$ cat src/bridge_master_pkg.sv
// Package: register map, field layout, command codes and carriers of the local-to-PCI master block
package bridge_master_pkg;

  // ************************************************************
  // Register offsets and reset values
  // ************************************************************
  localparam logic [7:0]  OFF_CFG_ADDR  = 8'h00;
  localparam logic [7:0]  OFF_CTRL      = 8'h04;
  localparam logic [7:0]  OFF_RANGE     = 8'h08;
  localparam logic [7:0]  OFF_IO_BASE   = 8'h0c;
  localparam logic [7:0]  OFF_CMD_WORD  = 8'h10;
  localparam logic [7:0]  OFF_STATUS    = 8'h14;
  localparam logic [31:0] RST_REG       = 32'h0000_0000;

  // ************************************************************
  // Field positions
  // ************************************************************
  localparam int          CFG_EN_BIT    = 31;
  localparam int          CTRL_MEM_EN   = 0;
  localparam int          CTRL_IO_EN    = 1;
  localparam int          CTRL_RA_EN    = 2;
  localparam int          CTRL_PF_LO    = 3;
  localparam int          CTRL_PCI_RD   = 4;
  localparam int          CTRL_PF_HI    = 12;
  localparam int          CMDW_MASTER   = 2;
  localparam logic [1:0]  PF_CONTINUOUS = 2'b00;
  localparam logic [1:0]  CFG_TYPE1     = 2'b01;
  localparam logic [4:0]  DEV_MAX       = 5'h14;

  // ************************************************************
  // PCI command codes and constants
  // ************************************************************
  localparam logic [3:0]  PCI_IO_RD     = 4'h2;
  localparam logic [3:0]  PCI_IO_WR     = 4'h3;
  localparam logic [3:0]  PCI_MEM_RD    = 4'h6;
  localparam logic [3:0]  PCI_MEM_WR    = 4'h7;
  localparam logic [3:0]  PCI_CFG_RD    = 4'ha;
  localparam logic [3:0]  PCI_CFG_WR    = 4'hb;
  localparam logic [3:0]  PCI_MEM_RD_M  = 4'hc;
  localparam logic [3:0]  BE_ALL_N      = 4'h0;
  localparam logic [31:0] LWORD_STEP    = 32'h0000_0004;

  // ************************************************************
  // Carriers
  // ************************************************************
  typedef struct packed {
    logic [31:0] addr;
    logic        local_write_not_read;
    logic [3:0]  local_byte_enables_n;
    logic        burst;
    logic        last;
    logic [31:0] wdata;
  } local_req_s;

  typedef struct packed {
    logic [31:0] addr;
    logic [3:0]  cmd;
    logic [3:0]  be_n;
    logic        burst;
    logic [31:0] wdata;
  } pci_cmd_s;

  // Window decode: range holds the two's complement of a power-of-two size
  function automatic logic window_hit(input logic [31:0] addr, input logic [31:0] base,
                                      input logic [31:0] range);
    window_hit = ((addr ^ base) & range) == 32'h0000_0000;
  endfunction

  // Sequential Lword-aligned address that follows the one already fetched
  function automatic logic lword_next_hit(input logic [31:0] addr, input logic [31:0] expect_addr);
    lword_next_hit = (addr == expect_addr) && (addr[1:0] == 2'b00);
  endfunction

endpackage

$ cat src/cfg_addr_xlate.sv
// Module: turns the configuration address register into a Type 0 or Type 1 PCI address
module cfg_addr_xlate
  import bridge_master_pkg::*;
(
  input  wire logic [31:0] config_cycle_address,
  output logic      [31:0] pci_addr
);

  logic [20:0] dev_sel;
  logic [4:0]  dev_num;

  assign dev_num = config_cycle_address[15:11];

  // ************************************************************
  // Address build
  // ************************************************************
  always_comb begin
    // Device numbers beyond the select field give no select at all
    dev_sel = (dev_num <= DEV_MAX) ? (21'h000001 << dev_num) : 21'h000000;
    if (config_cycle_address[1:0] == CFG_TYPE1) begin
      pci_addr = {8'h00, config_cycle_address[23:0]};
    end else begin
      pci_addr = {dev_sel, config_cycle_address[10:0]};
    end
  end

endmodule

$ cat src/read_ahead_track.sv
// Module: open read stream tracker with one prefetched Lword held for the next sequential read
module read_ahead_track
  import bridge_master_pkg::*;
(
  input  wire logic        pclk,
  input  wire logic        presetn,
  input  wire logic        start,
  input  wire logic [31:0] start_addr,
  input  wire logic        close,
  input  wire logic        consume,
  input  wire logic        take_en,
  input  wire logic        pci_rvalid,
  input  wire logic [31:0] pci_rdata,
  output logic             rready,
  output logic             open,
  output logic      [31:0] next_addr,
  output logic             hold_valid,
  output logic      [31:0] hold_data
);

  logic        open_ff;
  logic        nxt_open;
  logic [31:0] next_addr_ff;
  logic [31:0] nxt_next_addr;
  logic        hold_valid_ff;
  logic        nxt_hold_valid;
  logic [31:0] hold_data_ff;
  logic [31:0] nxt_hold_data;
  logic        taken;

  // Only one word is held, so the PCI burst stalls on rready rather than overrunning
  assign rready     = open_ff && !hold_valid_ff && take_en;
  assign taken      = rready && pci_rvalid;
  assign open       = open_ff;
  assign next_addr  = next_addr_ff;
  assign hold_valid = hold_valid_ff;
  assign hold_data  = hold_data_ff;

  // ************************************************************
  // Stream state
  // ************************************************************
  always_comb begin
    nxt_open       = open_ff;
    nxt_next_addr  = next_addr_ff;
    nxt_hold_valid = hold_valid_ff;
    nxt_hold_data  = hold_data_ff;
    if (close) begin
      nxt_open       = 1'b0;
      nxt_hold_valid = 1'b0;
    end else if (start) begin
      nxt_open       = 1'b1;
      nxt_next_addr  = start_addr + LWORD_STEP;
      nxt_hold_valid = 1'b0;
    end else begin
      if (consume) begin
        nxt_next_addr  = next_addr_ff + LWORD_STEP;
        nxt_hold_valid = 1'b0;
      end
      if (taken) begin
        nxt_hold_valid = 1'b1;
        nxt_hold_data  = pci_rdata;
      end
    end
  end

  always_ff @(posedge pclk or negedge presetn) begin
    if (!presetn) begin
      open_ff       <= 1'b0;
      next_addr_ff  <= RST_REG;
      hold_valid_ff <= 1'b0;
      hold_data_ff  <= RST_REG;
    end else begin
      open_ff       <= nxt_open;
      next_addr_ff  <= nxt_next_addr;
      hold_valid_ff <= nxt_hold_valid;
      hold_data_ff  <= nxt_hold_data;
    end
  end

  AST_HOLD_NEEDS_OPEN : assert property (@(posedge pclk) disable iff (!presetn)
    hold_valid_ff |-> open_ff) else $error("held word without open stream");

endmodule

$ cat src/master_read_ahead_config_cycles.sv
// Module: local-to-PCI master request path with read-ahead streaming and configuration cycles
module master_read_ahead_config_cycles
  import bridge_master_pkg::*;
#(
  parameter int ADDR_W = 8
)
(
  input  wire logic              pclk,
  input  wire logic              presetn,
  input  wire logic              psel,
  input  wire logic              penable,
  input  wire logic              pwrite,
  input  wire logic [ADDR_W-1:0] paddr,
  input  wire logic [31:0]       pwdata,
  output logic      [31:0]       prdata,
  output logic                   pready,
  output logic                   pslverr,
  input  wire logic              local_valid,
  input  wire local_req_s        local_req,
  output logic                   local_ready,
  output logic      [31:0]       local_rdata,
  output logic                   pci_cmd_valid,
  input  wire logic              pci_cmd_ready,
  output pci_cmd_s               pci_cmd,
  input  wire logic              pci_rvalid,
  input  wire logic [31:0]       pci_rdata,
  output logic                   pci_rready,
  output logic                   pci_stop
);

  typedef enum logic [1:0] {S_IDLE, S_ISSUE, S_RD_DATA, S_ACK} state_e;

  // ************************************************************
  // Register file over APB
  // ************************************************************
  logic [31:0] cfg_addr_ff;
  logic [31:0] nxt_cfg_addr;
  logic [31:0] ctrl_ff;
  logic [31:0] nxt_ctrl;
  logic [31:0] range_ff;
  logic [31:0] nxt_range;
  logic [31:0] io_base_ff;
  logic [31:0] nxt_io_base;
  logic [31:0] cmd_word_ff;
  logic [31:0] nxt_cmd_word;
  logic [31:0] prdata_ff;
  logic [31:0] nxt_prdata;
  logic        apb_wr;
  logic        mapped;
  logic [7:0]  reg_off;
  logic [31:0] status;

  state_e      state_ff;
  state_e      nxt_state;
  pci_cmd_s    cmd_ff;
  pci_cmd_s    nxt_cmd;
  logic [31:0] rdata_ff;
  logic [31:0] nxt_rdata;
  logic        wr_ff;
  logic        nxt_wr;
  logic        stream_ff;
  logic        nxt_stream;

  logic        ra_eff;
  logic        io_hit;
  logic        is_cfg;
  logic        is_mem;
  logic        wnr;
  logic        seq_hit;
  logic [31:0] cfg_pci_addr;
  pci_cmd_s    build;
  logic        trk_start;
  logic        trk_close;
  logic        trk_consume;
  logic        trk_rready;
  logic        trk_open;
  logic [31:0] trk_next;
  logic        trk_hold_valid;
  logic [31:0] trk_hold_data;

  assign reg_off = 8'(paddr);
  assign apb_wr  = psel && penable && pwrite;
  assign pready  = 1'b1;
  assign mapped  = (reg_off == OFF_CFG_ADDR) || (reg_off == OFF_CTRL) || (reg_off == OFF_RANGE) ||
                   (reg_off == OFF_IO_BASE) || (reg_off == OFF_CMD_WORD) || (reg_off == OFF_STATUS);
  assign pslverr = psel && penable && !mapped;
  assign prdata  = prdata_ff;
  assign status  = {28'h0000000, (state_ff != S_IDLE), trk_hold_valid, trk_open, ra_eff};

  always_comb begin
    nxt_cfg_addr = cfg_addr_ff;
    nxt_ctrl     = ctrl_ff;
    nxt_range    = range_ff;
    nxt_io_base  = io_base_ff;
    nxt_cmd_word = cmd_word_ff;
    nxt_prdata   = prdata_ff;
    if (apb_wr) begin
      unique case (reg_off)
        OFF_CFG_ADDR: nxt_cfg_addr = pwdata;
        OFF_CTRL:     nxt_ctrl     = pwdata;
        OFF_RANGE:    nxt_range    = pwdata;
        OFF_IO_BASE:  nxt_io_base  = pwdata;
        OFF_CMD_WORD: nxt_cmd_word = pwdata;
        default:      nxt_prdata   = prdata_ff;
      endcase
    end
    // Read data is captured in the setup cycle so the access phase answers with no wait
    if (psel && !penable && !pwrite) begin
      unique case (reg_off)
        OFF_CFG_ADDR: nxt_prdata = cfg_addr_ff;
        OFF_CTRL:     nxt_prdata = ctrl_ff;
        OFF_RANGE:    nxt_prdata = range_ff;
        OFF_IO_BASE:  nxt_prdata = io_base_ff;
        OFF_CMD_WORD: nxt_prdata = cmd_word_ff;
        OFF_STATUS:   nxt_prdata = status;
        default:      nxt_prdata = RST_REG;
      endcase
    end
  end

  always_ff @(posedge pclk or negedge presetn) begin
    if (!presetn) begin
      cfg_addr_ff <= RST_REG;
      ctrl_ff     <= RST_REG;
      range_ff    <= RST_REG;
      io_base_ff  <= RST_REG;
      cmd_word_ff <= RST_REG;
      prdata_ff   <= RST_REG;
    end else begin
      cfg_addr_ff <= nxt_cfg_addr;
      ctrl_ff     <= nxt_ctrl;
      range_ff    <= nxt_range;
      io_base_ff  <= nxt_io_base;
      cmd_word_ff <= nxt_cmd_word;
      prdata_ff   <= nxt_prdata;
    end
  end

  // ************************************************************
  // Request decode and command build
  // ************************************************************
  // Delayed read mode has no say here, so either setting of it leaves read-ahead unchanged
  assign ra_eff = ctrl_ff[CTRL_RA_EN] && ({ctrl_ff[CTRL_PF_HI], ctrl_ff[CTRL_PF_LO]} == PF_CONTINUOUS);
  assign io_hit = window_hit(local_req.addr, io_base_ff, range_ff);
  assign is_cfg = io_hit && cfg_addr_ff[CFG_EN_BIT];
  assign is_mem = !io_hit;
  assign wnr    = local_req.local_write_not_read;
  assign seq_hit = trk_open && is_mem && !wnr && lword_next_hit(local_req.addr, trk_next);

  cfg_addr_xlate u_xlate (
    .config_cycle_address (cfg_addr_ff),
    .pci_addr             (cfg_pci_addr)
  );

  always_comb begin
    build.addr  = is_cfg ? cfg_pci_addr : local_req.addr;
    build.wdata = local_req.wdata;
    build.burst = is_mem && (local_req.burst || (!wnr && ra_eff));
    build.be_n  = local_req.local_byte_enables_n;
    if (is_cfg) begin
      build.cmd = wnr ? PCI_CFG_WR : PCI_CFG_RD;
    end else if (io_hit) begin
      build.cmd = wnr ? PCI_IO_WR : PCI_IO_RD;
    end else if (wnr) begin
      build.cmd = PCI_MEM_WR;
    end else if (build.burst) begin
      build.cmd  = PCI_MEM_RD_M;
      build.be_n = BE_ALL_N;
    end else begin
      build.cmd = PCI_MEM_RD;
    end
  end

  // ************************************************************
  // Request sequencing
  // ************************************************************
  always_comb begin
    nxt_state   = state_ff;
    nxt_cmd     = cmd_ff;
    nxt_rdata   = rdata_ff;
    nxt_wr      = wr_ff;
    nxt_stream  = stream_ff;
    trk_start   = 1'b0;
    trk_close   = 1'b0;
    trk_consume = 1'b0;
    unique case (state_ff)
      S_IDLE: begin
        if (local_valid) begin
          if (trk_open && !seq_hit) begin
            // Out-of-order access or a write ends the open stream and drops its data
            trk_close = 1'b1;
          end else if (seq_hit && trk_hold_valid) begin
            nxt_rdata   = trk_hold_data;
            trk_consume = 1'b1;
            nxt_state   = S_ACK;
          end else if (seq_hit) begin
            nxt_stream = 1'b1;
            nxt_state  = S_RD_DATA;
          end else begin
            nxt_cmd    = build;
            nxt_wr     = wnr;
            nxt_stream = 1'b0;
            nxt_state  = S_ISSUE;
          end
        end
      end
      S_ISSUE: begin
        if (pci_cmd_ready) begin
          // Posted writes sit in the write FIFO downstream, so the local cycle ends now
          nxt_state = wr_ff ? S_ACK : S_RD_DATA;
          trk_start = !wr_ff && cmd_ff.burst;
        end
      end
      S_RD_DATA: begin
        if (pci_rvalid) begin
          nxt_rdata   = pci_rdata;
          trk_consume = stream_ff;
          nxt_state   = S_ACK;
        end
      end
      S_ACK: begin
        // A non-continuous burst ends with the local burst; read-ahead keeps streaming
        if (!wr_ff && local_req.last && trk_open && !ra_eff) begin
          trk_close = 1'b1;
        end
        nxt_wr    = 1'b0;
        nxt_state = S_IDLE;
      end
    endcase
  end

  always_ff @(posedge pclk or negedge presetn) begin
    if (!presetn) begin
      state_ff  <= S_IDLE;
      cmd_ff    <= '0;
      rdata_ff  <= RST_REG;
      wr_ff     <= 1'b0;
      stream_ff <= 1'b0;
    end else begin
      state_ff  <= nxt_state;
      cmd_ff    <= nxt_cmd;
      rdata_ff  <= nxt_rdata;
      wr_ff     <= nxt_wr;
      stream_ff <= nxt_stream;
    end
  end

  read_ahead_track u_track (
    .pclk       (pclk),
    .presetn    (presetn),
    .start      (trk_start),
    .start_addr (cmd_ff.addr),
    .close      (trk_close),
    .consume    (trk_consume),
    .take_en    (state_ff != S_RD_DATA),
    .pci_rvalid (pci_rvalid),
    .pci_rdata  (pci_rdata),
    .rready     (trk_rready),
    .open       (trk_open),
    .next_addr  (trk_next),
    .hold_valid (trk_hold_valid),
    .hold_data  (trk_hold_data)
  );

  assign pci_cmd_valid = (state_ff == S_ISSUE);
  assign pci_cmd       = cmd_ff;
  assign pci_rready    = (state_ff == S_RD_DATA) || trk_rready;
  assign pci_stop      = trk_close;
  assign local_ready   = (state_ff == S_ACK);
  assign local_rdata   = rdata_ff;

  // ************************************************************
  // Checks
  // ************************************************************
  AST_RA_FORCED_OFF : assert property (@(posedge pclk) disable iff (!presetn)
    ({ctrl_ff[CTRL_PF_HI], ctrl_ff[CTRL_PF_LO]} != PF_CONTINUOUS) |-> !ra_eff)
    else $error("read-ahead active without continuous prefetch");

  AST_SEQ_FROM_HOLD : assert property (@(posedge pclk) disable iff (!presetn)
    (state_ff == S_IDLE && local_valid && seq_hit && trk_hold_valid)
      |=> (local_ready && !pci_cmd_valid && local_rdata == $past(trk_hold_data)))
    else $error("sequential read did not return held word");

  AST_RA_SINGLE_BURST : assert property (@(posedge pclk) disable iff (!presetn)
    (state_ff == S_IDLE && local_valid && !trk_open && is_mem && !wnr && ra_eff)
      |=> (pci_cmd_valid && pci_cmd.burst && pci_cmd.be_n == BE_ALL_N && pci_cmd.cmd == PCI_MEM_RD_M))
    else $error("read-ahead single read not issued as full burst");

  AST_NONCONT_CLOSE : assert property (@(posedge pclk) disable iff (!presetn)
    (local_ready && !wr_ff && local_req.last && !ra_eff) |=> !trk_open)
    else $error("stream left open without continuous prefetch");

  AST_CFG_NO_PREFETCH : assert property (@(posedge pclk) disable iff (!presetn)
    (pci_cmd_valid && (pci_cmd.cmd == PCI_CFG_RD || pci_cmd.cmd == PCI_IO_RD))
      |-> (!pci_cmd.burst && !trk_open) ##1 !trk_open)
    else $error("configuration or I/O read prefetched");

  AST_CFG_CMD_DIR : assert property (@(posedge pclk) disable iff (!presetn)
    $rose(pci_cmd_valid) && $past(is_cfg) |-> pci_cmd.cmd == ($past(wnr) ? PCI_CFG_WR : PCI_CFG_RD))
    else $error("configuration command does not follow write-not-read");

  AST_TYPE0_ONEHOT : assert property (@(posedge pclk) disable iff (!presetn)
    (pci_cmd_valid && pci_cmd.cmd[3:1] == 3'b101 && cmd_ff.addr[1:0] != CFG_TYPE1)
      |-> $onehot0(pci_cmd.addr[31:11]))
    else $error("type 0 device select not one-hot");

  AST_TYPE1_TOP_ZERO : assert property (@(posedge pclk) disable iff (!presetn)
    (pci_cmd_valid && pci_cmd.cmd[3:1] == 3'b101 && pci_cmd.addr[1:0] == CFG_TYPE1)
      |-> pci_cmd.addr[31:24] == 8'h00)
    else $error("type 1 address top byte not zero");

  AST_WR_ACK_NOW : assert property (@(posedge pclk) disable iff (!presetn)
    (pci_cmd_valid && pci_cmd_ready && wr_ff) |=> local_ready)
    else $error("write not acknowledged after command taken");

  AST_RD_WAITS : assert property (@(posedge pclk) disable iff (!presetn)
    (state_ff == S_RD_DATA && !pci_rvalid) |=> !local_ready)
    else $error("read acknowledged before PCI data");

  AST_BE_FROM_LOCAL : assert property (@(posedge pclk) disable iff (!presetn)
    (state_ff == S_IDLE && local_valid && io_hit && !trk_open)
      |=> pci_cmd.be_n == $past(local_req.local_byte_enables_n))
    else $error("configuration or I/O byte enables not from local");

endmodule

$ cat config.mk
export PLATFORM = sky130hd
export DESIGN_NAME = master_read_ahead_config_cycles
export DESIGN_NICKNAME = d
export VERILOG_FILES = /design/src/bridge_master_pkg.sv /design/src/cfg_addr_xlate.sv /design/src/read_ahead_track.sv /design/src/master_read_ahead_config_cycles.sv
export SDC_FILE = /design/constraint.sdc
export NUM_CORES = 1
export LEC_CHECK = 0
export ABC_CLOCK_PERIOD_IN_PS = 5800
export BUFFER_PORTS_ARGS = -buffer_cell sky130_fd_sc_hd__buf_2
export CAP_MARGIN = 20
export CORE_MARGIN = 4
export CORE_UTILIZATION = 40
export CTS_BUF_LIST = sky130_fd_sc_hd__clkbuf_4 sky130_fd_sc_hd__clkbuf_8
export DETAILED_ROUTE_END_ITERATION = 16
export SYNTH_ARGS = -nofsm -noshare
export SYNTH_HDL_FRONTEND = slang
export SYNTH_HIERARCHICAL = 1
export SYNTH_SLANG_ARGS = --single-unit
export TNS_END_PERCENT = 10
$ cat constraint.sdc
create_clock -name pclk -period 5.8 [get_ports pclk]
set_input_delay 0.29 -clock pclk [delete_from_list [all_inputs] [get_ports pclk]]
set_output_delay 0.29 -clock pclk [all_outputs]
set_load 0.02 [all_outputs]
==> results of run 1 <==
-- worst min path at each step --
stage	start	to	slack (ns)	depth (start not counted)
6_report	local_req[69]	pci_cmd[71]$_DFFE_PN0P_	0.05	3
3_5_place_dp	presetn	prdata[30]$_DFFE_PN0P_	0.37	1
5_1_grt	local_req[65]	pci_cmd[67]$_DFFE_PN0P_	0.03	3
4_1_cts	local_req[62]	pci_cmd[64]$_DFFE_PN0P_	0.002	3
2_1_floorplan	presetn	cfg_addr_ff[0]$_DFFE_PN0P_	-0.006	0
3_3_place_gp	presetn	prdata[30]$_DFFE_PN0P_	0.36	1
-- flip-flops by register name, summed over array words and instances (netlist names) --
register            count
pci_cmd                73
cfg_addr_ff            32
cmd_word_ff            32
ctrl_ff                32
io_base_ff             32
local_rdata            32
prdata                 32
range_ff               32
u_track/hold_data      32
u_track/next_addr      32
state_ff                2
stream_ff               1
u_track/hold_valid      1
u_track/open            1
wr_ff                   1
-- layer usage --
layer,routed length (um),up-vias,GRT usage [%]
li1,-,6919,-
met1,26850,7820,33.97
met2,28710,647,37.73
met3,4794,116,4.875
met4,1794,0,7.695
met5,0,-,0
-- per-stage QoR --
stage / area (sq um) / hold WS [ns]
5_1_grt: 23390 / 0.02543
3_5_place_dp: 20580 / 0.3681
6_report: 23390 / 0.04989
3_3_place_gp: 20580 / 0.3606
4_1_cts: 23380 / 0.002029
2_1_floorplan: 18640 / -0.005591
-- tightest hold or removal path: cells and delay by family --
kind / cells / cell delay (ns)
AO/OA/AOI/OAI: 2 / 0.17
buffers and inverters: 1 / 0.16
-- repair_timing --
item | in CTS | in global routing
endpoints found under the hold margin | 363 | 0
setup buffers | 0 | 0
hold buffers | 130 | 0
-- cell families after synthesis --
| logic type | after synthesis |
|---|---|
| AND/OR/NAND/NOR | 430 |
| flip-flops | 367 |
| AO/OA/AOI/OAI | 336 |
| multiplexers | 305 |
| buffers and inverters | 142 |
| XOR/XNOR | 89 |
| adder cells (fa/ha/maj) | 5 |
| other | 1 |
-- power by group --
group | total [W] | internal (W) | switching [W] | leakage [nW]
clock network | 0.00270 | 0.00155 | 0.00115 | 0.796
registers | 0.00353 | 0.00303 | 0.000503 | 4.86
logic | 0.00249 | 0.000983 | 0.00150 | 5.61
-- layout make-up --
| type | count | area, sq um | share of cell area, % |
|---|---|---|---|
| antenna | 3 | 7.507 | 0.03210 |
| clock buffer | 105 | 1314 | 5.618 |
| clock inverter | 19 | 181.4 | 0.7758 |
| inverter | 18 | 67.56 | 0.2889 |
| multi-input combinational | 1166 | 8864 | 37.90 |
| sequential | 367 | 9184 | 39.27 |
| tap | 600 | 750.7 | 3.210 |
| timing repair buffer | 453 | 3018 | 12.90 |
-- synthesized netlist by cell type (19+ instances only) --
cell type    n  share of area (%)
a22oi_1     26                1.0
xor2_1      79                3.7
mux2_2     288                 17
nor3_1      21               0.56
a22o_1      33                1.6
nand4_1     19               0.64
clkbuf_1    80                1.6
a222oi_1    31                1.7
nand3_1     20               0.54
dfrtp_1    367                 49
nor2_1      60                1.2
nand3b_1    20               0.81
a21oi_1     56                1.5
nand2_1    194                3.9
o21ai_0     93                2.5
a31oi_1     39                1.3
==> results.yml, run 1 <==
power_and_ir_drop:
  power.static_leakage_nw: 11.27
  totalPowerFinal_w: 0.008718
  powerDensity_nw_per_um2: 372.8
  irDropWorstVdd_v: 0.0003445
min_path:
  hold_path_class: "primary input to flip-flop"
layout:
  layout_common_cells: "dfrtp_1, buf_2, mux2_2"
  fin_nets: 2230
  final_core_util_pct: 51.09
  cell_count_final_fillers_out: 2731
  area_growth_pct: 25.44
  drive_gt1_share_pct: 36.70
  n_fill_cell: 4121
  final_common_cell: "dfrtp_1"
routing:
  drt_iter0_drc: 1396
  drtAntennaViolNets: 0
  vias: 15502
  viasPerCell: 5.676
  wl_um: 62150
  routed_wire_length_per_instance_um: 22.76
  drcViolationCount: 0
  number_of_detailed_routing_iterations_run_before_antenna_repair: 7
die:
  dieWidth_um: 223.9
  area_of_the_die_sq_um: 50120
  rows: 78
  io_pins: 294
  coreArea_sq_um: 45770
  initial_utilization_pct: 40.73
  floorplan.die.height_um: 223.9
global_route:
  global_route.overflow_total: 0
  number_of_global_route_vias_before_repair: 15726
  groute.usage.overall_pct: 24.13
  pin_count_of_the_biggest_net_entering_global_routing: 179
  global_route_wire_length_before_repair_um: 94680
  antenna_found_initial: 3
timing:
  worst_max_slew_pin_slew_ns: 1.060
  final_hold_viol_count: 0
  final.setup.worst_slack_ns: 1.619
  final-max-slew-violation-count: 0
  period_needed_ns: 4.181
  setup-violations-final: 0
  rsz0062_at_grt: "no"
  min_period_over_period_pct: 72.08
  timing.fmax_ghz: 0.2392
  slew-limit-headroom_pct: 28.99
  skew_ns: 0.02729
  setup_tns_ns: 0
worst_setup_path:
  critical_path_depth: 10
  critPathLaunchType: "flip-flop"
  cp_data_arrival_time_ns: 4.69
  regToRegEndpoint: "u_track/next_addr[31]$_DFFE_PN0P_"
  worst_setup_path_end_kind: "flip-flop"
  r2r_setup_slack_ns: 1.62
  critical_path.max_fanout: 44
  critical_path_buf_inv_count: 0
  cp-startpoint: "u_track/next_addr[13]$_DFFE_PN0P_"
  worst-endpoint-required_ns: 6.31
  critical_path.max_stage_delay_ns: 0.84
  criticalPathCategory: "flip-flop to flip-flop"
  endpoint: "u_track/next_addr[31]$_DFFE_PN0P_"
  worstRegToRegCells: 10
  cpLargestDelayFamily: "simple AND/OR/NAND/NOR gates"
  crit_chain: "xor2_1 -> nor4_1 -> nand4_1 -> nor4_1 -> o31ai_1 -> or2_2 -> nor3_1 -> and4_1 -> a31oi_1 -> o211ai_1"
  worstReg2RegStart: "u_track/next_addr[13]$_DFFE_PN0P_"
  worst_path_most_repeated_cell: "nor4_1"
  cell_at_the_slowest_stage_of_the_critical_path: "nor4_1"
yosys:
  synth_area_sq_um: 18640
  largest_family_of_logic_cells_by_synthesized_area: "multiplexers"
  post_synth_inst_count: 1675
  synth_edf_count: 0
  yosysUniqueCellTypes: 80
  syn_avg_cell_area_sq_um: 11.13
  synth_sequential_area_ratio_pct: 49.26
  synth.yosys.warnings: 6
  yosys.area_share.simple_pct: 11.81
  post_synth_xor_area_fraction_pct: 4.181
  synth_area_in_compound_gates_pct: 12.54
  synth.ff_latch_count: 367
  synth_fa_ha_area_share_pct: 0.3356
  postSynth.topFlopCell: "dfrtp_1"
  synthArstFlopShare_pct: 100.0
  syn-num-nets: 1831
  synthMuxAreaShare_pct: 18.34
clocking:
  clock_tree.buffer_depth: 3
  tritoncts.num_buffers: 68
  clkTransAtPathRegs_ns: 0.06
  cts-resized-gates: 0
  clock_sinks: 367
  insertion_delay_ns: 0.62
  cts.htree.levels: 3
  clock_tree.root_cell: "clkbuf_8"
  cts_tree: "done"
outcome:
  result_of_the_run: "finished clean"
placement:
  place.port_buffers: 292
  place.detailed.instances: 2474
  gp_routability_congestion: 0.8915
  hpwl_um: 42280
  pre_cts_ws_ns: 1.639
flow_run:
  maxCapViolCount: 0
Note: power is estimated with default switching activity, not from simulation.
==> run 2: changes to the inputs <==
ABC_CLOCK_PERIOD_IN_PS = 3700   (was 5800)
clock period = 3.7 ns   (was 5.8 ns; I/O delays follow)
==> run 2 against run 1 <==
Net effect: power grew 57%; utilization grew 0.71 points; maximum frequency grew 22%; sequential share of layout area shrank 0.54 points; first-iteration DRC count grew 9.9%; cell count grew 0.92%; via count grew 0.92%; worst hold slack gained 0.015 ns; non-clock buffer count grew 27; clock power grew 56%.
==> results.yml, run 2 (synthesis results as in run 1) <==
layout:
  area_growth_pct: 27.19
  drive_gt1_share_pct: 37.01
  final_core_util_pct: 51.80
  final_common_cell: "dfrtp_1"
  n_fill_cell: 4095
  layout_common_cells: "dfrtp_1, buf_2, mux2_2"
  fin_nets: 2259
  cell_count_final_fillers_out: 2756
  largest_register_ffs: 73
timing:
  period_needed_ns: 3.439
  rsz0062_at_grt: "no"
  final_hold_viol_count: 0
  final-max-slew-violation-count: 0
  min_period_over_period_pct: 92.93
  setup-violations-final: 0
  worst_max_slew_pin_slew_ns: 1.048
  skew_ns: 0.03691
  timing.fmax_ghz: 0.2908
  slew-limit-headroom_pct: 29.81
die:
  io_pins: 294
  rows: 78
  dieWidth_um: 223.9
  initial_utilization_pct: 40.73
  floorplan.die.height_um: 223.9
  area_of_the_die_sq_um: 50120
  coreArea_sq_um: 45770
worst_setup_path:
  critical_path.max_fanout: 31
  worst-endpoint-required_ns: 4.24
  criticalPathCategory: "flip-flop to flip-flop"
  worst_setup_path_end_kind: "flip-flop"
  cp_data_arrival_time_ns: 3.97
  critPathLaunchType: "flip-flop"
global_route:
  global_route_wire_length_before_repair_um: 96140
  number_of_global_route_vias_before_repair: 15756
  antenna_found_initial: 4
  pin_count_of_the_biggest_net_entering_global_routing: 84
  groute.usage.overall_pct: 24.54
  global_route.overflow_total: 0
power_and_ir_drop:
  netSwitchingFraction_pct: 36.33
  combPwrFrac_pct: 29.0
  irDropWorstVdd_v: 0.0005202
  power_frac_seq_pct: 40.3
  clkPwrFrac_pct: 30.7
  powerDensity_nw_per_um2: 578.3
  totalPowerFinal_w: 0.01371
  switchingPower_w: 0.004982
  power.static_leakage_nw: 11.42
  cellInternalPower_w: 0.008731
placement:
  hpwl_um: 43600
  place.detailed.instances: 2490
  place.port_buffers: 292
  gp_routability_congestion: 0.9139
clocking:
  cts_setup_buffers: 0
  clock_sinks: 367
  cts.htree.levels: 3
  tritoncts.num_buffers: 70
  clock_tree.buffer_depth: 3
  insertion_delay_ns: 0.64
  clkTransAtPathRegs_ns: 0.06
  clock_tree.root_cell: "clkbuf_8"
  cts_tree: "done"
routing:
  drtAntennaViolNets: 0
  drcViolationCount: 0
  wl_um: 63170
  vias: 15645
  routed_wire_length_per_instance_um: 22.92
  viasPerCell: 5.677
  number_of_detailed_routing_iterations_run_before_antenna_repair: 6
  drt_iter0_drc: 1534
min_path:
  hold_path_class: "primary input to flip-flop"
flow_run:
  maxCapViolCount: 0
outcome:
  result_of_the_run: "finished clean"
[run 2: cell count changes in the layout (fill, tap and decap cells not counted), moves of 2 or more]
cell	change
buf_12	+7
diode_2	+2
clkbuf_4	-5
clkbuf_8	+4
buf_4	+9
dlygate4sd3_1	+9
[run 2: area by class of cell]
type | instances | area, sq um | area share (%)
clock inverter | 16 | 138.9 | 0.5857
antenna | 5 | 12.51 | 0.05277
clock buffer | 104 | 1331 | 5.614
multi-input combinational | 1166 | 8869 | 37.40
inverter | 18 | 67.56 | 0.2849
sequential | 367 | 9184 | 38.73
timing repair buffer | 480 | 3358 | 14.16
tap | 600 | 750.7 | 3.166
[run 2: routing by layer]
layer	part of all wire, %	global-route usage, %
met5	0	0
met4	3.3	8.332
met3	6.9	5.176
met2	47	39.07
met1	43	33.57
[run 2: power by group through the flow]
stage	sequential [W]	clock [W]	combinational (W)
final	0.00553	0.00420	0.00398
after global routing	0.00561	0.00449	0.00431
after CTS	0.00551	0.00431	0.00395
after detailed placement	0.00557	0	0.00381
after global placement	0.00556	0	0.00375
after floorplan	0.00599	0	0.00179
[run 2: worst paths after layout]
| path | endpoint | start | slack [ns] | depth (start not counted) |
|---|---|---|---|---|
| worst min-delay path | pci_cmd[69]$_DFFE_PN0P_ | local_req[67] | 0.07 | 3 |
| worst max register to register | u_track/next_addr[16]$_DFFE_PN0P_ | u_track/next_addr[22]$_DFFE_PN0P_ | 0.26 | 12 |
| min in group asynchronous | pci_cmd[65]$_DFFE_PN0P_ | presetn | 0.16 | 2 |
| worst max-delay path | u_track/next_addr[16]$_DFFE_PN0P_ | u_track/next_addr[22]$_DFFE_PN0P_ | 0.26 | 12 |
| max in group asynchronous | pci_cmd[40]$_DFFE_PN0P_ | presetn | 2.60 | 3 |
| worst min register to register | pci_cmd[35]$_DFFE_PN0P_ | pci_cmd[35]$_DFFE_PN0P_ | 0.47 | 2 |
[run 2: timing repair]
item,in CTS,in global routing
endpoints found under the hold margin,379,0
hold buffers,139,0
setup endpoints to repair,0,0
gates resized for setup,0,0
[run 2: critical path, cell delays in order, from the launching register on]
cell and delay (ns):
dfrtp_1 0.46, xor2_1 0.17, nor4_1 0.73, nand4_1 0.24
nor4_1 0.28, buf_4 0.20, a32o_1 0.16, nor2_1 0.06
or2_2 0.36, buf_12 0.20, nor4_1 0.29, a221oi_1 0.08
o21ai_0 0.10
[run 2: stage by stage]
step	TNS (ns)	hold WS, ns	instance area (sq um)	worst slack (ns)
after floorplan	-0.003936	-0.1106	18650	-0.003936
after global placement	0	0.2410	20790	0.3195
after detailed placement	0	0.2484	20790	0.3089
after CTS	0	0.001122	23660	0.2745
after global routing	0	0.08603	23710	0.04147
final	0	0.06506	23710	0.2615
==> run 3: changes to the inputs <==
GPL_TIMING_DRIVEN = 0   (was not set)
PLACE_DENSITY = 0.68   (was not set)
SYNTH_HIERARCHICAL = not set   (was 1)
==> run 3 against run 2 <==
Net effect: flip-flop and latch count stayed put; power down 0.49%; cell count rose by 4.6%; register-to-register slack got worse by 0.04 ns; largest power group unchanged; highest routed layer unchanged.
==> results.yml, run 3 <==
power_and_ir_drop:
  combPwrFrac_pct: 29.8
  power_frac_seq_pct: 40.7
  power.static_leakage_nw: 11.27
  powerDensity_nw_per_um2: 577.2
  switchingPower_w: 0.004903
  netSwitchingFraction_pct: 35.93
  clkPwrFrac_pct: 29.5
  irDropWorstVdd_v: 0.0005020
  cellInternalPower_w: 0.008742
worst_setup_path:
  worst_setup_path_end_kind: "output pin"
  critical_path.max_stage_delay_ns: 0.46
  critical_path.max_fanout: 10
  crit_chain: "xnor2_1 -> nand4_1 -> nor4_4 -> nand2_1 -> o41ai_4 -> buf_4 -> buf_2 -> inv_1 -> buf_2"
  cp_data_arrival_time_ns: 3.50
  worst-endpoint-required_ns: 3.51
  worst_path_most_repeated_cell: "buf_2"
  criticalPathCategory: "flip-flop to output pin"
  cell_at_the_slowest_stage_of_the_critical_path: "dfrtp_1"
  critPathLaunchType: "flip-flop"
timing:
  timing.fmax_ghz: 0.2715
  min_period_over_period_pct: 99.55
  skew_ns: 0.03943
  slew-limit-headroom_pct: 28.97
  period_needed_ns: 3.683
  final-max-slew-violation-count: 0
  worst_max_slew_pin_slew_ns: 1.060
  setup-violations-final: 0
  final_hold_viol_count: 0
  fin_worst_hold_slack_ns: 0.06501
yosys:
  most_used_standard_cells_in_the_synthesized_netlist: "dfrtp_1, nand2_1, mux2_2"
  synth.ff_latch_count: 367
  syn_avg_cell_area_sq_um: 10.67
  yosysTopAreaCell: "dfrtp_1"
  synth.yosys.warnings: 0
  yosys.cell_count.top_type: "dfrtp_1"
  synth_sequential_area_ratio_pct: 49.68
  yosysTopAreaCellShare_pct: 49.68
  post_synth_inst_count: 1732
  postSynth.topFlopCell: "dfrtp_1"
  synth_edf_count: 0
  synth_area_sq_um: 18490
  synthArstFlopShare_pct: 100.0
  synth_area_leaders: "dfrtp_1, mux2_2, nand2_1"
  syn-num-nets: 1888
  yosysUniqueCellTypes: 62
layout:
  layout_common_cells: "dfrtp_1, buf_2, nand2_1"
  final_core_util_pct: 51.87
  final_common_cell: "dfrtp_1"
  post-route-cell-area_sq_um: 23640
  area_growth_pct: 27.87
  n_fill_cell: 3980
  largest_register_ffs: 73
  drive_gt1_share_pct: 31.78
  fin_nets: 2389
global_route:
  groute.usage.overall_pct: 25.58
  global_route_wire_length_before_repair_um: 99730
  pin_count_of_the_biggest_net_entering_global_routing: 103
  global_route.overflow_total: 0
  number_of_global_route_vias_before_repair: 16893
  antenna_found_initial: 4
min_path:
  hold_path_class: "primary input to flip-flop"
die:
  initial_utilization_pct: 40.56
  area_of_the_die_sq_um: 49720
  rows: 78
  dieWidth_um: 223.0
  floorplan.die.height_um: 223.0
  io_pins: 294
  coreArea_sq_um: 45580
routing:
  viasPerCell: 5.708
  vias: 16457
  routed_wire_length_per_instance_um: 22.83
  wl_um: 65830
  drcViolationCount: 0
  drt_iter0_drc: 1248
  drtAntennaViolNets: 0
  number_of_detailed_routing_iterations_run_before_antenna_repair: 5
clocking:
  clkTransAtPathRegs_ns: 0.06
  clock_sinks: 367
  tritoncts.num_buffers: 67
  cts.htree.levels: 3
  clock_tree.root_cell: "clkbuf_8"
  clock_tree.buffer_depth: 3
  insertion_delay_ns: 0.62
  cts_tree: "done"
placement:
  hpwl_um: 47110
  placed_cell_area_sq_um: 20810
  place.port_buffers: 292
  gp_routability_congestion: 0.9521
flow_run:
  maxCapViolCount: 0
outcome:
  result_of_the_run: "finished clean"
-- run 3: changes by cell type in the layout (fill, tap and decap cells not counted), moves of 24 or more --
cell / change
mux2i_1: +46
nand2_1: +80
buf_4: -24
clkbuf_1: +76
a222oi_1: -31
xor2_1: -47
-- run 3: final cells by class --
cell class / instances / area (sq um) / area share [%]
clock buffer: 109 / 1344 / 5.684
sequential: 367 / 9184 / 38.85
multi-input combinational: 1237 / 8843 / 37.41
antenna: 5 / 12.51 / 0.05293
inverter: 15 / 56.30 / 0.2382
timing repair buffer: 437 / 2953 / 12.49
buffer: 108 / 456.7 / 1.932
tap: 600 / 750.7 / 3.176
clock inverter: 5 / 40.04 / 0.1694
-- run 3: cells by family after synthesis --
logic type / Yosys count / share of synthesized area [%]
AND/OR/NAND/NOR: 486 / 11.92
multiplexers: 331 / 19.76
buffers and inverters: 128 / 2.768
XOR/XNOR: 62 / 2.937
AO/OA/AOI/OAI: 352 / 12.58
other: 1 / 0.02028
flip-flops: 367 / 49.68
adder cells (fa/ha/maj): 5 / 0.3384
-- run 3: path summary, 6_finish.rpt --
path                                                   start                                end  slack (ns)  cells after the start
max                        u_track.next_addr[15]$_DFFE_PN0P_                           pci_stop        0.02                      9
min                                              local_valid            state_ff[1]$_DFFE_PN0P_        0.07                      3
max reg2reg                          state_ff[1]$_DFFE_PN0P_  u_track.next_addr[20]$_DFFE_PN0P_        0.22                     15
min reg2reg                           pci_cmd[8]$_DFFE_PN0P_             pci_cmd[8]$_DFFE_PN0P_        0.47                      2
max in group asynchronous                            presetn  u_track.next_addr[14]$_DFFE_PN0P_        2.21                      4
min in group asynchronous                            presetn        cmd_word_ff[28]$_DFFE_PN0P_        0.18                      2
-- run 3: critical path: cells and delay by family, from the launching register on --
family                    cells  cell delay (ns)
AOI/OAI and AO/OA             1             0.36
buffers and inverters         4             0.88
DFF                           1             0.46
and+or+nand+nor               3             0.85
xor gates and xnor gates      1             0.32
-- run 3: power by group through the flow --
stage / combinational, W / clock [W] / sequential, W
CTS: 0.00404 / 0.00409 / 0.00552
detailed placement: 0.00389 / 0 / 0.00559
global placement: 0.00378 / 0 / 0.00554
global route: 0.00435 / 0.00429 / 0.00564
finish: 0.00406 / 0.00402 / 0.00556
floorplan: 0.00181 / 0 / 0.00600
-- run 3: layer usage --
| metal | GRT usage (%) | share of wire (%) |
|---|---|---|
| met1 | 33.35 | 41 |
| met2 | 40.80 | 47 |
| met3 | 4.487 | 6.9 |
| met4 | 13.68 | 5.4 |
| met5 | 0 | 0 |
-- run 3: per-stage QoR --
| stage | power (W) | setup WS [ns] | instances | TNS, ns |
|---|---|---|---|---|
| 2_1_floorplan | 0.007809 | 0.05003 | 1732 | 0 |
| 3_3_place_gp | 0.009323 | -4.731 | 2624 | -1729.10 |
| 3_5_place_dp | 0.009473 | -1.613 | 2628 | -16.69 |
| 4_1_cts | 0.01365 | 0.01066 | 2878 | 0 |
| 5_1_grt | 0.01428 | -0.04632 | 2882 | -0.04632 |
| 6_report | 0.01365 | 0.01673 | 2883 | 0 |
-- run 3: timing repair --
item | CTS | global route
endpoints found under the hold margin | 385 | 0
pin swaps | 3 | 2
hold buffers | 134 | 0
buffers inserted | 5 | 2
resized for setup | 13 | 4
endpoints found under the setup margin | 21 | 9
